[config.mk]
export PLATFORM = sky130hd
export DESIGN_NAME = sit_timer
export DESIGN_NICKNAME = d
export VERILOG_FILES = /design/src/hdl/sit_pkg.sv /design/src/hdl/sit_timer.sv
export VERILOG_INCLUDE_DIRS = /design/src /design/src/hdl
export SDC_FILE = /design/constraint.sdc
export NUM_CORES = 1
export LEC_CHECK = 0
export ABC_AREA = 1
export BUFFER_PORTS_ARGS = -buffer_cell sky130_fd_sc_hd__buf_2
export CORE_ASPECT_RATIO = 0.5
export CORE_UTILIZATION = 60
export DETAILED_ROUTE_END_ITERATION = 16
export PLACE_DENSITY = 0.81
export RECOVER_POWER = 50
export SETUP_SLACK_MARGIN = 0.3
export SYNTH_ARGS = -nofsm -noshare
export SYNTH_HDL_FRONTEND = slang
export SYNTH_SLANG_ARGS = --single-unit
[constraint.sdc]
create_clock -name clk -period 4.72 [get_ports clk]
set_input_delay 0.236 -clock clk [delete_from_list [all_inputs] [get_ports clk]]
set_output_delay 0.236 -clock clk [all_outputs]
set_load 0.02 [all_outputs]
[src/hdl/sit_regs.svh]
// register offsets, field positions, reset values and timing counts of the interval timer
`ifndef SIT_REGS_SVH
`define SIT_REGS_SVH

`define SIT_ADDR_W          16
`define SIT_PORT7_DIR_ADDR  16'hFF27
`define SIT_MODE_CTRL_ADDR  16'hFF68
// compare_value has no printed offset; placed beside the mode register
`define SIT_CMP_LO_ADDR     16'hFF6A
`define SIT_CMP_HI_ADDR     16'hFF6B

`define SIT_PORT7_DIR_RST   8'hFF
`define SIT_PORT7_DIR_FIXED 8'hF0
`define SIT_MODE_CTRL_RST   8'h00

`define SIT_BIT_ENABLE      7
`define SIT_BIT_MODE        6
`define SIT_BIT_OUT_EN      5
`define SIT_BIT_LEVEL       4
`define SIT_BIT_OVF         3
`define SIT_BIT_ZERO        2

`define SIT_DIV32_LOG2      5
`define SIT_DIV128_LOG2     7
`define SIT_PRESCALE_W      7

`endif

[src/hdl/sit_pkg.sv]
// types of the interval timer
package sit_pkg;

	// count clock choices held in bits 1..0 of mode_control
	typedef enum logic [1:0] {
		SIT_CLK_MAIN   = 2'b00,
		SIT_CLK_DIV32  = 2'b01,
		SIT_CLK_DIV128 = 2'b10,
		SIT_CLK_EVENT  = 2'b11
	} sit_clk_sel_t;

	// arming: first count tick after start is swallowed
	typedef enum logic [0:0] {
		SIT_ARM_WAIT = 1'b0,
		SIT_ARM_RUN  = 1'b1
	} sit_arm_t;

	// mode_control fields
	typedef struct packed {
		logic         count_enable;
		logic         mode_select;
		logic         output_enable_bit;
		logic         output_initial_level;
		logic         overflow_toggle;
		logic         zero_bit;
		sit_clk_sel_t clock_select;
	} sit_mode_t;

	// register bus request
	typedef struct packed {
		logic [15:0] addr;
		logic [7:0]  wdata;
		logic        wr;
		logic        rd;
	} sit_bus_req_t;

	// whole state of the timer
	typedef struct packed {
		sit_mode_t   mode;
		logic [15:0] compare_value;
		logic [7:0]  cmp_lo_hold;
		logic [3:0]  port7_dir;
		logic [15:0] main_counter;
		logic [6:0]  prescale;
		logic        evt_sync1;
		logic        evt_sync2;
		logic        evt_prev;
		sit_arm_t    arm;
		logic        out_ff;
		logic        match_irq;
		logic [7:0]  rdata;
	} sit_state_t;

endpackage

[src/hdl/sit_timer.sv]
// 16-bit interval / square-wave / event timer with its register port
//
// What this block does
// - 16-bit counter steps by one per selected count tick while enabled.
// - counter is neither readable nor writable; reset loads it with zero.
// - counter clears on stop, on match in clear mode, after overflow in free mode.
// - counter compared with compare_value continuously; equality raises match_interrupt in clear mode.
// - compare_value written as one 16-bit unit on the high byte write, whether counting or stopped.
// - bit 7 count_enable: 0 stops and clears counter, 1 starts counting.
// - bit 6: 0 clears on match with interrupt, 1 free-runs without interrupt.
// - bit 5: 0 holds timer output low, 1 lets output flip-flop drive it.
// - bit 4 sets output level shown while enabled and counting stopped.
// - bit 3 read-only, resets 0, inverts on each counter overflow.
// - no overflow detection in clear-on-match mode, so bit 3 stays.
// - bits 1..0 pick main, main/32, main/128 or event rising edge; bit 2 zero.
// - mode_control resets to 00H; single-bit and byte writes both work.
// - first count tick after enabling is ignored; counting starts at the second.
// - compare_value 0000H keeps match_interrupt high while counting in clear mode.
// - output flip-flop inverts on each match, counter clears: 50% square wave.
// - direction bits 3..0: 0 output, 1 input; bits 7..4 read 1; reset FFH.
`timescale 1ns/1ps
`include "sit_regs.svh"

module sit_timer (
	// clock and reset
	input  wire logic                clk,
	input  wire logic                arst_n,
	// register port
	input  wire sit_pkg::sit_bus_req_t bus_req,
	output      logic [7:0]          rdata,
	// pins
	input  wire logic                event_input_pin,
	output      logic                timer_output_pin,
	output      logic [3:0]          port7_dir_out,
	// event
	output      logic                match_interrupt
);

	// -----------------------------------------------------------------
	// helpers
	// -----------------------------------------------------------------

	// address compare used by both write and read decoding
	function automatic logic hit(input logic [15:0] a, input logic [15:0] b);
		hit = (a == b);
	endfunction

	sit_pkg::sit_state_t s_r;
	sit_pkg::sit_state_t s_nxt;

	logic        tick;
	logic        div32_tick;
	logic        div128_tick;
	logic        evt_rise;
	logic        running;
	logic        match;
	logic        at_top;
	logic [15:0] cnt_inc;

	// -----------------------------------------------------------------
	// next state
	// -----------------------------------------------------------------

	// the prescaler is free-running so tap phase is unknown to software; this is
	// the documented up-to-one-tick start error
	always_comb begin
		s_nxt       = s_r;
		s_nxt.rdata = 8'h00;
		cnt_inc     = s_r.main_counter + 16'h0001;

		// prescaler taps off the main clock
		s_nxt.prescale = s_r.prescale + 7'h01;
		div32_tick     = (s_r.prescale[`SIT_DIV32_LOG2-1:0] == 5'h1F);
		div128_tick    = (s_r.prescale == 7'h7F);

		// event pin: two-stage synchroniser, edge taken from second stage only
		s_nxt.evt_sync1 = event_input_pin;
		s_nxt.evt_sync2 = s_r.evt_sync1;
		s_nxt.evt_prev  = s_r.evt_sync2;
		evt_rise        = s_r.evt_sync2 & ~s_r.evt_prev;

		// count tick selection
		unique case (s_r.mode.clock_select)
			sit_pkg::SIT_CLK_MAIN:   tick = 1'b1;
			sit_pkg::SIT_CLK_DIV32:  tick = div32_tick;
			sit_pkg::SIT_CLK_DIV128: tick = div128_tick;
			sit_pkg::SIT_CLK_EVENT:  tick = evt_rise;
		endcase

		match   = (s_r.main_counter == s_r.compare_value);
		at_top  = (s_r.main_counter == 16'hFFFF);
		running = s_r.mode.count_enable;

		// counting
		if (!running) begin
			s_nxt.main_counter = 16'h0000;
			s_nxt.arm          = sit_pkg::SIT_ARM_WAIT;
			s_nxt.out_ff       = s_r.mode.output_initial_level;
		end else if (tick) begin
			if (s_r.arm == sit_pkg::SIT_ARM_WAIT) begin
				s_nxt.arm = sit_pkg::SIT_ARM_RUN;
			end else if (!s_r.mode.mode_select) begin
				if (match) begin
					s_nxt.main_counter = 16'h0000;
					s_nxt.out_ff       = ~s_r.out_ff;
				end else begin
					s_nxt.main_counter = cnt_inc;
				end
			end else begin
				// wrap to zero after FFFF; free mode only sees overflow
				s_nxt.main_counter = cnt_inc;
				if (at_top) begin
					s_nxt.mode.overflow_toggle = ~s_r.mode.overflow_toggle;
				end
			end
		end

		// match level; with compare 0000H the counter idles at zero between
		// ticks, so the level stays high and only its first rise is an event
		s_nxt.match_irq = running && !s_nxt.mode.mode_select &&
			(s_nxt.arm == sit_pkg::SIT_ARM_RUN) &&
			(s_nxt.main_counter == s_nxt.compare_value);

		// register writes
		if (bus_req.wr) begin
			if (hit(bus_req.addr, `SIT_MODE_CTRL_ADDR)) begin
				// bit 3 keeps its hardware value, bit 2 stays zero
				s_nxt.mode.count_enable         = bus_req.wdata[`SIT_BIT_ENABLE];
				s_nxt.mode.mode_select          = bus_req.wdata[`SIT_BIT_MODE];
				s_nxt.mode.output_enable_bit    = bus_req.wdata[`SIT_BIT_OUT_EN];
				s_nxt.mode.output_initial_level = bus_req.wdata[`SIT_BIT_LEVEL];
				s_nxt.mode.clock_select         = sit_pkg::sit_clk_sel_t'(bus_req.wdata[1:0]);
			end
			if (hit(bus_req.addr, `SIT_CMP_LO_ADDR)) begin
				s_nxt.cmp_lo_hold = bus_req.wdata;
			end
			// the pair takes effect together on the high byte write
			if (hit(bus_req.addr, `SIT_CMP_HI_ADDR)) begin
				s_nxt.compare_value = {bus_req.wdata, s_r.cmp_lo_hold};
			end
			if (hit(bus_req.addr, `SIT_PORT7_DIR_ADDR)) begin
				s_nxt.port7_dir = bus_req.wdata[3:0];
			end
		end

		// register reads; the counter has no read path
		if (bus_req.rd) begin
			if (hit(bus_req.addr, `SIT_MODE_CTRL_ADDR)) begin
				s_nxt.rdata = s_r.mode;
			end else if (hit(bus_req.addr, `SIT_PORT7_DIR_ADDR)) begin
				s_nxt.rdata = `SIT_PORT7_DIR_FIXED | {4'h0, s_r.port7_dir};
			end else if (hit(bus_req.addr, `SIT_CMP_LO_ADDR)) begin
				s_nxt.rdata = s_r.compare_value[7:0];
			end else if (hit(bus_req.addr, `SIT_CMP_HI_ADDR)) begin
				s_nxt.rdata = s_r.compare_value[15:8];
			end
		end
	end

	// -----------------------------------------------------------------
	// state register
	// -----------------------------------------------------------------

	// counter and compare content are undefined in the device; zero is used here
	always_ff @(posedge clk or negedge arst_n) begin
		if (!arst_n) begin
			s_r           <= '0;
			s_r.port7_dir <= 4'hF;
		end else begin
			s_r <= s_nxt;
		end
	end

	// -----------------------------------------------------------------
	// outputs
	// -----------------------------------------------------------------

	assign rdata            = s_r.rdata;
	assign timer_output_pin = s_r.mode.output_enable_bit & s_r.out_ff;
	assign port7_dir_out    = s_r.port7_dir;
	assign match_interrupt  = s_r.match_irq;

endmodule

==> flow_summary.yaml <==
run_status:
  status: "complete, no violations"
clocking:
  clock-sinks: 72
  post_cts_resized: 0
  htreeDepth: 3
  cts_buffers: 9
  path_clk_slew_ns: 0.06
  cts_hold_buf: 1
  insertion_delay_ns: 0.34
  cts_tree: "yes"
  root_buffer: "clkbuf_16"
  cts_max_path_buffers: 2
  post_cts_buffers: 0
synthesis:
  synth_edf_count: 0
  synthTopCellsByArea: "dfrtp_1 (41%), nand2_1 (16%), inv_1 (6.9%)"
  synth_nets: 590
  synthFlopType: "dfrtp_1"
  syn_area_um2: 4130
  syn_area_per_cell_um2: 7.39
  synth_cells: 558
  seq_area_frac_synth: 0.438
  async_reset_ff_frac: 1.00
  ys_ff_latch: 72
  synth_top_cell_area_share: 0.412
  yosysUniqueCellTypes: 36
  synth_top_area_cell: "dfrtp_1"
  ys_warn_count: 0
route:
  vias: 3853
  wire_per_inst_um: 15.6
  vias_per_cell: 5.63
  dr.pass1.iters: 5
  drt_iter0_markers: 462
  ant_nets: 0
  routed_wl_mm: 10.7
  drc: 0
power_and_ir_drop:
  switching_power_mw: 0.303
  power.share.sequential: 0.480
  ir_drop_mv: 0.225
  clkPwrFrac: 0.494
  pwr-share-comb: 0.026
  p_leak_nw: 2.45
  p_sw_frac: 0.235
  internal_power_mw: 0.988
  powerDensity_nw_per_um2: 281
setup_path:
  worstPathMaxFanout: 13
  critPathRequiredTime_ns: 5.00
  start_kind: "flop"
  crit_buf_inv: 0
  critPathMaxStageDelay_ns: 0.51
  cp_top_family: "simple AND/OR/NAND/NOR gates"
  criticalPathCategory: "reg2reg"
  path_cells: "ha_1 > nand2_1 > nor2_2 > ha_1 > nor2_1 > nor2_1 > nor2_1 > nand2_2 > nor2_2 > nand2_1 > nand3_1 > nand2_1 > nor2_1 > nand2_1 > nor2_1 > nand2_1 > nor2_1"
  cp-end-kind: "flop"
  crit_path_top_delay_cell: "nor2_2"
  critical_path_arrival_ns: 3.00
  rrSetupSlack_ns: 1.99
  cp_common_cell: "nor2_1"
floorplan:
  initial_core_util: 0.649
  die_y_um: 60.6
  dieArea_um2: 7230
  io_pins: 43
  die_w_um: 119
  core_um2: 6360
  row_count: 20
sta:
  slew_violations: 0
  slew_headroom: 0.402
  setup_viol: 0
  setup_ws_ns: 1.99
  hold_violations: 0
  min_period_ns: 2.73
  fin_hold_ws_ns: 0.0194
  tightest_slew_ns: 0.897
  fmax_mhz: 367
  finalSetupTns_ns: 0
  rsz0062_at_grt: "no"
  fin_crit_sh: 0.578
  fin_skew_ns: 0.00371
cells_and_area:
  synthToLayoutAreaGrowth_pct: 11.3
  drive_gt1_frac: 0.156
  n_antenna_cell: 0
  nNetsFinal: 623
  postLayoutCellArea_um2: 4590
  final_util: 0.722
global_route:
  grt_overflow: 0
  grt_pass1_vias: 3474
  grtUsageTotal: 0.325
  antenna_found_initial: 0
  grt_pass1_wl_mm: 17.1
  grt_max_degree: 73
flow_run:
  maxCapViolations: 0
placed_design:
  dpl_worst_slack_ns: 2.13
  hpwl_mm: 7.88
  place_congestion: 0.984
  placed_area_um2: 4310
  io_buffers: 42
min_path:
  hp-class: "in2async"
## per-layer routing
metal  GRT usage  up-vias  part of all wire
met5           0        -                 0
met4       0.119        0             0.020
met3      0.0855       25              0.10
met2       0.511      198              0.43
met1       0.443     1800              0.45
li1            -     1830                 -
## synthesized netlist by cell type, drive strengths merged, types with 5 or more instances
| cell | count |
|---|---|
| nand2 | 179 |
| inv | 84 |
| dfrtp | 68 |
| nor2 | 58 |
| o21ai | 43 |
| nand3 | 29 |
| buf | 18 |
| nand4 | 16 |
| xor2 | 12 |
| mux2 | 8 |
| nor3 | 7 |
| a21oi | 5 |
## sequential cells by signal, indices dropped and copies added, names as in the netlist
name             flops
rdata                8
port7_dir_out        4
s_nxt                2
running              1
match_interrupt      1
s_r                 56
## worst paths after layout
kind | to | start | cells after the start
max | match_interrupt | s_r[14] | 17
min | rdata[1] | arst_n | 1
max reg2reg | match_interrupt | s_r[14] | 17
min reg2reg | s_nxt[11] | s_nxt[12] | 0
max in group asynchronous | s_r[24] | arst_n | 1
min in group clk | port7_dir_out[3] | bus_req[5] | 3
## cell families (layout without fill, tap and decap cells)
kind of cell,count (synthesis),in the layout,synth area share
AND/OR/NAND/NOR,294,294,0.303
multiplexers,8,8,0.0218
flip-flops,72,72,0.438
buffers and inverters,105,143,0.110
XOR/XNOR,14,14,0.0297
adder cells (fa/ha/maj),3,3,0.00910
AO/OA/AOI/OAI,62,62,0.0877
## cells in the final DEF, fill, tap and decap left out, drive strengths merged, types with 2 or more instances in the layout
master	n
o221ai	3
xor2	12
inv	85
dfrtp	68
clkbuf	10
a221oi	4
nand4	16
clkinv	4
ha	3
o2111ai	2
xnor2	2
a211oi	3
nand3	29
dfstp	4
nand2	179
or2	2
o21ai	43
buf	42
nor2	58
nor3	7
a21oi	5
mux2	8
## per-stage QoR
step / power (mW) / std cells
after floorplan: 0.637 / 558
after global placement: 0.664 / 667
after detailed placement: 0.665 / 667
after CTS: 1.29 / 684
after global routing: 1.32 / 684
final: 1.29 / 684
## power groups by stage
| stage | registers [mW] | clock network [mW] | logic (mW) |
|---|---|---|---|
| 5_1_grt | 0.619 | 0.660 | 0.0396 |
| 4_1_cts | 0.620 | 0.638 | 0.0347 |
| 3_3_place_gp | 0.630 | 0 | 0.0333 |
| 6_report | 0.620 | 0.637 | 0.0340 |
| 3_5_place_dp | 0.631 | 0 | 0.0339 |
| 2_1_floorplan | 0.630 | 0 | 0.00683 |
## final cells by class
class	count	area, um2
inverter	84	315
clock buffer	10	229
tap	88	110
multi-input combinational	381	1860
timing repair buffer	43	223
fill	525	1770
sequential	72	1810
clock inverter	6	43.8
Note: power is estimated with default switching activity, not from simulation.
